==> src/verilog/motion_dispatch_defs.vh <==
// How it works
// - port select 1..6, port 1 after reset
// - bad port number terminates execution
// - port select only in expansion mode
// - port select F loads high-speed rate
// - F field picks function zero to six
// - F outside zero to six terminates
// - functions 0-3 need valid X/Y axis
// - digit picks register, minus negates contents
// - function 1 waits for distance travelled
// - functions 3-5 need overlapped mode
// - unarmed registration blocks other motion commands
// - function 4 arms pending registration trigger
// - abort stops motion, never a home
// - home runs, captures, stops, re-references
// - trap line 0..400, zero disables trapping
// - bad trap line terminates execution
// - limit jumps to trap line, clears loops
// - trap command takes optional feed rate
// - overlapped mode lets non-motion lines run
`ifndef MOTION_DISPATCH_DEFS_VH
`define MOTION_DISPATCH_DEFS_VH
`define APB_CTRL        12'h000
`define APB_CMD         12'h004
`define APB_ARG         12'h008
`define APB_FEED        12'h00c
`define APB_STATUS      12'h010
`define APB_PORT        12'h014
`define APB_TRAP        12'h018
`define APB_RATE        12'h01c
`define APB_POS         12'h020
`define APB_REGSEL      12'h024
`define APB_REGDATA     12'h028
`define APB_TARGET      12'h02c
`define APB_HOMEPOS     12'h030
`define OP_PORT_SEL     2'h0
`define OP_REG_EXEC     2'h1
`define OP_ERR_TRAP     2'h2
`define PORT_RESET      3'h1
`define PORT_MAX        3'h6
`define TRAP_MAX        9'h190
`define FEED_MAX        20'hf423f
`define FN_MAX          3'h6
`define REG_MAX         4'h9
`define EXP_MODE_IO     4'h2
`define STEP_DIV        16'h0028
`endif

==> src/verilog/axis_stepper.v <==
`include "motion_dispatch_defs.vh"
module axis_stepper
(
    // clock and reset
    input  wire        clock,
    input  wire        arst_n,
    // control
    input  wire        start,
    input  wire        homeStart,
    input  wire        stopReq,
    input  wire [31:0] distance,
    input  wire        homeDir,
    input  wire        homeSwitch,
    // status
    output reg         busy,
    output reg         homing,
    output reg         stepPulse,
    output reg         stepDir,
    output reg  [31:0] travelled,
    output reg  [31:0] position,
    output reg  [31:0] homeCapture
);
    reg [15:0] divCount;
    reg [31:0] remaining;
    wire       tick = (divCount == `STEP_DIV);

    always @(posedge clock or negedge arst_n)
    begin
        if (!arst_n)
        begin
            divCount    <= 16'h0000;
            busy        <= 1'b0;
            homing      <= 1'b0;
            stepPulse   <= 1'b0;
            stepDir     <= 1'b0;
            travelled   <= 32'h00000000;
            position    <= 32'h00000000;
            homeCapture <= 32'h00000000;
            remaining   <= 32'h00000000;
        end
        else
        begin
            divCount  <= tick ? 16'h0000 : divCount + 16'h0001;
            stepPulse <= 1'b0;
            if (homeStart && !busy)
            begin
                busy      <= 1'b1;
                homing    <= 1'b1;
                stepDir   <= homeDir;
                travelled <= 32'h00000000;
            end
            else if (start && !busy)
            begin
                busy      <= (distance != 32'h00000000);
                stepDir   <= distance[31];
                remaining <= distance[31] ? (32'h00000000 - distance) : distance;
                travelled <= 32'h00000000;
            end
            else if (homing && homeSwitch)
            begin
                // capture then zero at the switch
                homeCapture <= position;
                position    <= 32'h00000000;
                busy        <= 1'b0;
                homing      <= 1'b0;
            end
            else if (stopReq && busy && !homing)
            begin
                busy <= 1'b0;
            end
            else if (busy && tick)
            begin
                stepPulse <= 1'b1;
                travelled <= travelled + 32'h00000001;
                position  <= stepDir ? position - 32'h00000001 : position + 32'h00000001;
                if (!homing)
                begin
                    remaining <= remaining - 32'h00000001;
                    if (remaining == 32'h00000001)
                        busy <= 1'b0;
                end
            end
        end
    end
endmodule // axis_stepper

==> src/verilog/register_motion_dispatch.v <==
`include "motion_dispatch_defs.vh"
module register_motion_dispatch
(
    // clock and reset
    input  wire        clock,
    input  wire        arst_n,
    // apb slave
    input  wire        psel,
    input  wire        penable,
    input  wire        pwrite,
    input  wire [11:0] paddr,
    input  wire [31:0] pwdata,
    output reg  [31:0] prdata,
    output reg         pready,
    output reg         pslverr,
    // field pins
    input  wire        homeSwitchX,
    input  wire        homeSwitchY,
    input  wire        limitIn,
    // motor drive and status
    output reg         stepX,
    output reg         dirX,
    output reg         stepY,
    output reg         dirY,
    output reg  [2:0]  expansionPort,
    output reg         errorStatus,
    output reg         trapTaken
);
    localparam IDLE = 2'h0;
    localparam WAIT = 2'h1;
    localparam HALT = 2'h2;

    reg [1:0]  state;
    reg        overlapMode;
    reg [3:0]  expansionConfig;
    reg        homeDirection;
    reg [1:0]  cmdOp;
    reg        hasX;
    reg        hasY;
    reg        hasF;
    reg        negSign;
    reg [3:0]  fieldDigit;
    reg [8:0]  lineField;
    reg [19:0] feedField;
    reg [19:0] highSpeedRate;
    reg [19:0] feedRate;
    reg [8:0]  trapLine;
    reg [8:0]  programLine;
    reg        loopsCleared;
    reg        regPending;
    reg        trigArmed;
    reg        axisSel;
    reg [31:0] waitTarget;
    reg [3:0]  regSel;
    reg [31:0] workReg [0:9];
    reg        startX;
    reg        startY;
    reg        homeGoX;
    reg        homeGoY;
    reg        abortReq;
    reg [31:0] moveDist;
    reg        hsX1;
    reg        hsX2;
    reg        hsY1;
    reg        hsY2;
    reg        lim1;
    reg        lim2;
    reg        limPrev;

    wire        busyX;
    wire        busyY;
    wire        homingX;
    wire        homingY;
    wire        pulseX;
    wire        pulseY;
    wire        dX;
    wire        dY;
    wire [31:0] travX;
    wire [31:0] travY;
    wire [31:0] posX;
    wire [31:0] posY;
    wire [31:0] capX;
    wire [31:0] capY;

    wire access = psel && penable;
    wire wr     = access && pwrite;
    wire goCmd  = wr && (paddr == `APB_CMD) && pwdata[0];
    wire motionBusy = busyX || busyY;
    wire [31:0] regVal = workReg[fieldDigit];
    wire [31:0] signedReg = negSign ? (32'h00000000 - regVal) : regVal;
    wire [2:0]  fn = feedField[2:0];
    wire limitEdge = lim2 && !limPrev;
    wire [31:0] travActive = axisSel ? travY : travX;

    axis_stepper axisX
    (
        .clock       (clock),
        .arst_n      (arst_n),
        .start       (startX),
        .homeStart   (homeGoX),
        .stopReq     (abortReq),
        .distance    (moveDist),
        .homeDir     (homeDirection),
        .homeSwitch  (hsX2),
        .busy        (busyX),
        .homing      (homingX),
        .stepPulse   (pulseX),
        .stepDir     (dX),
        .travelled   (travX),
        .position    (posX),
        .homeCapture (capX)
    );

    axis_stepper axisY
    (
        .clock       (clock),
        .arst_n      (arst_n),
        .start       (startY),
        .homeStart   (homeGoY),
        .stopReq     (abortReq),
        .distance    (moveDist),
        .homeDir     (homeDirection),
        .homeSwitch  (hsY2),
        .busy        (busyY),
        .homing      (homingY),
        .stepPulse   (pulseY),
        .stepDir     (dY),
        .travelled   (travY),
        .position    (posY),
        .homeCapture (capY)
    );

    // pins are asynchronous to clock
    always @(posedge clock or negedge arst_n)
    begin
        if (!arst_n)
        begin
            hsX1    <= 1'b0;
            hsX2    <= 1'b0;
            hsY1    <= 1'b0;
            hsY2    <= 1'b0;
            lim1    <= 1'b0;
            lim2    <= 1'b0;
            limPrev <= 1'b0;
            stepX   <= 1'b0;
            dirX    <= 1'b0;
            stepY   <= 1'b0;
            dirY    <= 1'b0;
        end
        else
        begin
            hsX1    <= homeSwitchX;
            hsX2    <= hsX1;
            hsY1    <= homeSwitchY;
            hsY2    <= hsY1;
            lim1    <= limitIn;
            lim2    <= lim1;
            limPrev <= lim2;
            stepX   <= pulseX;
            dirX    <= dX;
            stepY   <= pulseY;
            dirY    <= dY;
        end
    end

    // register file: written from apb in any sequencer state
    genvar gi;
    generate
        for (gi = 0; gi < 10; gi = gi + 1)
        begin : regs
            always @(posedge clock or negedge arst_n)
            begin
                if (!arst_n)
                    workReg[gi] <= 32'h00000000;
                else if (wr && paddr == `APB_REGDATA && regSel == gi)
                    workReg[gi] <= pwdata;
            end
        end
    endgenerate

    always @(posedge clock or negedge arst_n)
    begin
        if (!arst_n)
        begin
            state           <= IDLE;
            overlapMode     <= 1'b0;
            expansionConfig <= 4'h0;
            homeDirection   <= 1'b0;
            cmdOp           <= 2'h0;
            hasX            <= 1'b0;
            hasY            <= 1'b0;
            hasF            <= 1'b0;
            negSign         <= 1'b0;
            fieldDigit      <= 4'h0;
            lineField       <= 9'h000;
            feedField       <= 20'h00000;
            highSpeedRate   <= 20'h00000;
            feedRate        <= 20'h00000;
            trapLine        <= 9'h000;
            programLine     <= 9'h000;
            loopsCleared    <= 1'b0;
            regPending      <= 1'b0;
            trigArmed       <= 1'b0;
            axisSel         <= 1'b0;
            waitTarget      <= 32'h00000000;
            regSel          <= 4'h0;
            startX          <= 1'b0;
            startY          <= 1'b0;
            homeGoX         <= 1'b0;
            homeGoY         <= 1'b0;
            abortReq        <= 1'b0;
            moveDist        <= 32'h00000000;
            expansionPort   <= `PORT_RESET;
            errorStatus     <= 1'b0;
            trapTaken       <= 1'b0;
        end
        else
        begin
            startX   <= 1'b0;
            startY   <= 1'b0;
            homeGoX  <= 1'b0;
            homeGoY  <= 1'b0;
            abortReq <= 1'b0;
            loopsCleared <= 1'b0;
            if (wr && paddr == `APB_CTRL)
            begin
                overlapMode     <= pwdata[0];
                homeDirection   <= pwdata[1];
                expansionConfig <= pwdata[7:4];
                if (pwdata[8])
                begin
                    // restart clears a halted sequencer
                    state       <= IDLE;
                    errorStatus <= 1'b0;
                end
            end
            if (wr && paddr == `APB_ARG)
            begin
                cmdOp      <= pwdata[1:0];
                hasX       <= pwdata[2];
                hasY       <= pwdata[3];
                hasF       <= pwdata[4];
                negSign    <= pwdata[5];
                fieldDigit <= pwdata[11:8];
                lineField  <= pwdata[24:16];
            end
            if (wr && paddr == `APB_FEED)
                feedField <= pwdata[19:0];
            if (wr && paddr == `APB_REGSEL)
                regSel <= pwdata[3:0];
            if (wr && paddr == `APB_STATUS && pwdata[1])
                trapTaken <= 1'b0;
            if (regPending && trigArmed && !motionBusy)
                regPending <= 1'b0;
            // limit event outranks an execution step
            if (limitEdge && state != HALT)
            begin
                if (trapLine != 9'h000)
                begin
                    programLine  <= trapLine;
                    loopsCleared <= 1'b1;
                    trapTaken    <= 1'b1;
                    state        <= IDLE;
                end
                else
                begin
                    state       <= HALT;
                    errorStatus <= 1'b1;
                end
            end
            else
            case (state)
                IDLE:
                begin
                    if (goCmd)
                    begin
                        case (cmdOp)
                            `OP_PORT_SEL:
                            begin
                                if (expansionConfig == `EXP_MODE_IO)
                                begin
                                    if (!(hasX || hasY) || fieldDigit == 4'h0
                                        || fieldDigit > {1'b0, `PORT_MAX})
                                    begin
                                        state       <= HALT;
                                        errorStatus <= 1'b1;
                                    end
                                    else
                                    begin
                                        expansionPort <= fieldDigit[2:0];
                                        if (hasF)
                                            highSpeedRate <= feedField;
                                    end
                                end
                            end
                            `OP_REG_EXEC:
                            begin
                                if (!hasF || feedField > {17'h00000, `FN_MAX})
                                begin
                                    state       <= HALT;
                                    errorStatus <= 1'b1;
                                end
                                else if (fn >= 3'h3 && fn <= 3'h5 && !overlapMode)
                                begin
                                    state       <= HALT;
                                    errorStatus <= 1'b1;
                                end
                                else if (regPending && !trigArmed && fn != 3'h4)
                                begin
                                    state       <= HALT;
                                    errorStatus <= 1'b1;
                                end
                                else if (fn <= 3'h3 && (!(hasX ^ hasY)
                                         || fieldDigit == 4'h0 || fieldDigit > `REG_MAX))
                                begin
                                    state       <= HALT;
                                    errorStatus <= 1'b1;
                                end
                                else
                                begin
                                    case (fn)
                                        3'h0, 3'h2, 3'h3:
                                        begin
                                            axisSel  <= hasY;
                                            moveDist <= signedReg;
                                            startX   <= hasX;
                                            startY   <= hasY;
                                            regPending <= (fn == 3'h3) || (fn == 3'h2);
                                            trigArmed  <= (fn == 3'h2);
                                            waitTarget <= 32'hffffffff;
                                            // without overlap the line waits for motion
                                            if (!overlapMode)
                                                state <= WAIT;
                                        end
                                        3'h1:
                                        begin
                                            axisSel    <= hasY;
                                            waitTarget <= signedReg[31] ?
                                                (32'h00000000 - signedReg) : signedReg;
                                            state      <= WAIT;
                                        end
                                        3'h4:
                                            trigArmed <= regPending;
                                        3'h5:
                                        begin
                                            abortReq   <= 1'b1;
                                            regPending <= 1'b0;
                                        end
                                        default:
                                        begin
                                            homeGoX <= hasX || !hasY;
                                            homeGoY <= hasY;
                                        end
                                    endcase
                                end
                            end
                            `OP_ERR_TRAP:
                            begin
                                if (!(hasX || hasY) || lineField > `TRAP_MAX
                                    || (hasF && feedField > `FEED_MAX))
                                begin
                                    state       <= HALT;
                                    errorStatus <= 1'b1;
                                end
                                else
                                begin
                                    trapLine <= lineField;
                                    if (hasF)
                                        feedRate <= feedField;
                                end
                            end
                            default:
                            begin
                                state       <= HALT;
                                errorStatus <= 1'b1;
                            end
                        endcase
                    end
                end
                WAIT:
                begin
                    // a stopped axis cannot reach the target, so stop waiting
                    // busy rises a cycle after start, so skip that cycle
                    if (!startX && !startY && (travActive >= waitTarget || !motionBusy))
                        state <= IDLE;
                end
                default:
                    // restart must outrank the held error
                    if (!(wr && paddr == `APB_CTRL && pwdata[8]))
                        errorStatus <= 1'b1;
            endcase
        end
    end

    // apb: zero wait states, unmapped reads zero with pslverr
    always @(posedge clock or negedge arst_n)
    begin
        if (!arst_n)
        begin
            prdata  <= 32'h00000000;
            pready  <= 1'b0;
            pslverr <= 1'b0;
        end
        else
        begin
            pready  <= psel && !penable;
            pslverr <= 1'b0;
            prdata  <= 32'h00000000;
            if (psel && !penable)
            begin
                if (paddr == `APB_CTRL)
                    prdata <= {24'h000000, expansionConfig, 2'h0, homeDirection, overlapMode};
                else if (paddr == `APB_ARG)
                    prdata <= {7'h00, lineField, 4'h0, fieldDigit, 2'h0, negSign, hasF,
                               hasY, hasX, cmdOp};
                else if (paddr == `APB_FEED)
                    prdata <= {12'h000, feedField};
                else if (paddr == `APB_STATUS)
                    prdata <= {22'h000000, loopsCleared, trigArmed, regPending,
                               homingY | homingX, busyY, busyX, state, trapTaken,
                               errorStatus};
                else if (paddr == `APB_PORT)
                    prdata <= {29'h00000000, expansionPort};
                else if (paddr == `APB_TRAP)
                    prdata <= {23'h000000, trapLine};
                else if (paddr == `APB_RATE)
                    prdata <= {feedRate[11:0], highSpeedRate};
                else if (paddr == `APB_POS)
                    prdata <= axisSel ? posY : posX;
                else if (paddr == `APB_REGSEL)
                    prdata <= {28'h0000000, regSel};
                else if (paddr == `APB_REGDATA)
                    prdata <= (regSel > `REG_MAX) ? 32'h00000000 : workReg[regSel];
                else if (paddr == `APB_TARGET)
                    prdata <= {23'h000000, programLine};
                else if (paddr == `APB_HOMEPOS)
                    prdata <= axisSel ? capY : capX;
                else
                    pslverr <= 1'b1;
            end
        end
    end
endmodule // register_motion_dispatch

==> config.mk <==
export PLATFORM = sky130hd
export DESIGN_NAME = register_motion_dispatch
export DESIGN_NICKNAME = d
export VERILOG_FILES = /design/src/verilog/axis_stepper.v /design/src/verilog/register_motion_dispatch.v
export VERILOG_INCLUDE_DIRS = /design/src /design/src/verilog
export SDC_FILE = /design/constraint.sdc
export NUM_CORES = 2
export LEC_CHECK = 0
export CAP_MARGIN = 20
export CORE_MARGIN = 10
export CORE_UTILIZATION = 60
export CTS_CLUSTER_DIAMETER = 50
export CTS_CLUSTER_SIZE = 8
export DETAILED_ROUTE_END_ITERATION = 7
export DONT_BUFFER_PORTS = 1
export PLACE_DENSITY = 0.76
export RECOVER_POWER = 50
export SLEW_MARGIN = 20
export SYNTH_ARGS = -nofsm -noshare
export SYNTH_HDL_FRONTEND = slang
export SYNTH_SLANG_ARGS = --single-unit
==> constraint.sdc <==
create_clock -name clock -period 5.15 [get_ports clock]
set_input_delay 0.2575 -clock clock [delete_from_list [all_inputs] [get_ports clock]]
set_output_delay 0.2575 -clock clock [all_outputs]
set_load 0.01 [all_outputs]
==> run_results.csv <==
group,metric,value,unit
grt,grt_pass1_vias,35900,
floorplanning,core_area,77700,sq um
clock_network,post_cts_buffers,0,
critical_path,arrival,5.70,ns
grt,antenna_found_initial,10,
sta,period_minus_slack,5.11,ns
synth,synthCells,4398,
sta,tightest_slew,2.87,ns
pwr,power_density,285,nW/um^2
critical_path,worst_path_max_delay_cell,"clkbuf_1",
placed_design,place_hpwl,92700,um
synth,synth_seq_area_share,44.5,%
drt,routedWlPerCell,25.1,um
synth,yosysMostFrequentCell,"dfrtp_1",
drt,first_pass_iters,6,
synth,syn_area,47300,sq um
drt,ant_nets,0,
drt,routed_wl,138000,um
clock_network,insertion_delay,0.74,ns
critical_path,critPathTopFamily,"buffers and inverters",
sta,finalSetupTns,0,ns
sta,period_share,99.2,%
synth,synth_top_cell_by_area,"dfrtp_1",
clock_network,htree_levels,4,
drt,drt_iter0_drc,3965,
sta,fin_skew,0.0291,ns
placed_design,place.gp.congestion,0.993,
layout,final_nets,4566,
floorplanning,dieArea,90400,sq um
drt,drc,0,
critical_path,cpMostUsedCell,"clkbuf_1",
grt,grt_pass1_wl,214000,um
critical_path,crit_chain,"inv_1 > clkbuf_1 > nor4_1 > clkbuf_1 > nand2_2 > clkbuf_1 > mux2_2",
sta,max_freq,196,MHz
floorplanning,std_cell_rows,102,
drt,vias,36800,
critical_path,cp_data_required_time,5.74,ns
clock_network,cts_buffer_depth,3,
critical_path,cp_num_cells,7,
pwr,vdd_ir_drop_max,0.000324,V
sta,hold_viol,0,
clock_network,cts.sink_count,840,
critical_path,worst-r2r-cell-count,7,
min_path,min_to,"prdata[2]",
sta,max_slew_margin,-91.6,%
synth,syn_nets,4559,
floorplanning,ios,95,
layout,fillers,5738,
clock_network,cts-root-buf,"clkbuf_16",
run_status,outcome,"finished with violations",
critical_path,critPathKind,"reg -> reg",
critical_path,r2r_end,"workReg[184]",
synth,synth_ff_type,"dfrtp_1",
layout,drive_above_1_share,20.8,%
clock_network,path_clk_slew,0.05,ns
synth,yosysWarnings,0,
grt,grt_max_degree,841,
run_status,violations,"capacitance limit, slew limit",
critical_path,crit_path_end_kind,"flip-flop",
sta,slew_viol_final,450,
floorplanning,die-width,301,um
critical_path,worstPathMaxFanout,32,
critical_path,startpoint,"regSel[2]",
synth,async_reset_ff_share,100,%
grt,grt_usage,30.1,%
critical_path,max_stage_delay,2.04,ns
drt,via_per_inst,6.69,
critical_path,start_kind,"flip-flop",
sta,rsz0062_at_grt,"false",
min_path,hold_class,"in -> reg",
min_path,hold_path_depth,4,
sta,setup_violations,0,
sta,whs,0.0973,ns
synth,ys_ff_latch,840,
critical_path,path_buf_inv,4,
clock_network,cts_buffers,131,
flow_run,maxCapViolCount,13,
grt,grt_remaining_overflow,0,
layout,final_util,67.5,%
placed_design,port_buffers,0,
synth,yosys.area.top_type_share,44.4,%
floorplanning,die_h,301,um
synth,synth-edff-count,0,
critical_path,r2r_slack,0.04,ns
synth,synth.cells.most_frequent,"dfrtp_1, mux2_2, nand2_1",
synth,synth.distinct_cells,104,
pwr,p_leak,23.8,nW
layout,area_delta_synth_final,11.0,%
synth,synth_area_leaders,"dfrtp_1, mux2_2, mux2i_1",
synth,avgSynthCellArea,10.7,sq um
min_path,min_from,"paddr[4]",
critical_path,r2r_start,"regSel[2]",
floorplanning,initial_utilization,60.8,%
clock_network,cts_tree,"built",
-- layout make-up --
type                            instances  area [sq um]  share of cell area [%]
Tap cell                             1040          1300                    2.48
Sequential cell                       840         21000                    40.1
Timing Repair Buffer                  143          1200                    2.29
Multi-Input combinational cell       3196         24700                    47.2
Antenna cell                            2          5.00                 0.00954
Clock buffer                          158          3490                    6.65
Clock inverter                         24           328                   0.625
Inverter                               93           349                   0.665
-- worst max path at each step --
stage	end	slack [ns]
finish	workReg[184]	0.04
global route	waitTarget[20]	0.01
CTS	waitTarget[14]	0.34
detailed placement	waitTarget[14]	0.35
global placement	waitTarget[14]	0.41
floorplan	state[0]	0.51
-- per-layer routing --
layer	wire length (um)	vias to the layer above	track usage [%]
met4	6110	12	13.9
met1	57700	18400	41.2
met5	63	-	0
met2	60400	1697	44.2
li1	-	16200	-
met3	13500	375	8.39
-- metrics by stage --
stage / total power, mW / cells / area (sq um) / setup WS [ns]
after global placement: 6.86 / 5265 / 48200 / 0.408
final: 14.9 / 5496 / 52500 / 0.0406
after floorplan: 6.85 / 4398 / 47300 / 0.514
after detailed placement: 6.86 / 5265 / 48200 / 0.353
after CTS: 14.9 / 5486 / 52500 / 0.340
after global routing: 15.3 / 5494 / 52500 / 0.0135
-- layout by cell type, fill, tap and decap left out, drive strengths merged, types with 35 or more instances in the layout --
master / instances
a31oi: 40
nand2: 379
dlygate4sd3: 41
a22o: 66
xor2: 112
buf: 75
and3: 43
inv: 99
clkbuf: 185
nor2: 285
a21o: 37
dfrtp: 839
nand3: 74
nand4: 36
mux2i: 210
o22ai: 64
o31ai: 42
mux2: 526
mux4: 74
a21oi: 209
or3: 43
o21ai: 265
xnor2: 100
a221oi: 35
nor3: 69
ha: 107
-- worst min-delay path, delay by kind of cell --
kind | cells | cell delay (ns)
compound gates | 2 | 0.30
simple gates | 2 | 0.18
-- registers in the layout, indices dropped and copies added (netlist names), 20 cells and up --
name               flops
axisX.homeCapture     32
axisX.position        32
axisX.remaining       32
axisX.travelled       32
axisY.homeCapture     32
axisY.position        32
axisY.remaining       32
axisY.travelled       32
feedField             20
highSpeedRate         20
moveDist              32
prdata                32
waitTarget            32
workReg              320
-- where the power goes --
part           internal [mW]  switching, mW  total, mW
combinational         0.0814          0.273      0.355
sequential              6.62        0.00497       6.62
clock                   4.82           3.13       7.95
total                   11.5           3.41       14.9
-- cell families after synthesis --
group	after synthesis	synth area share (%)
XOR/XNOR	212	3.97
buffers and inverters	362	3.33
AO/OA/AOI/OAI	967	13.7
multiplexers	810	20.5
flip-flops	840	44.5
AND/OR/NAND/NOR	1098	11.1
adder cells (fa/ha/maj)	109	2.92
-- repair_timing --
action / in CTS / in global routing
hold endpoints to repair: 1217 / 170
hold buffers: 39 / 2
gates resized for setup: 0 / 0
No activity file was read; power rests on OpenSTA's default activity.
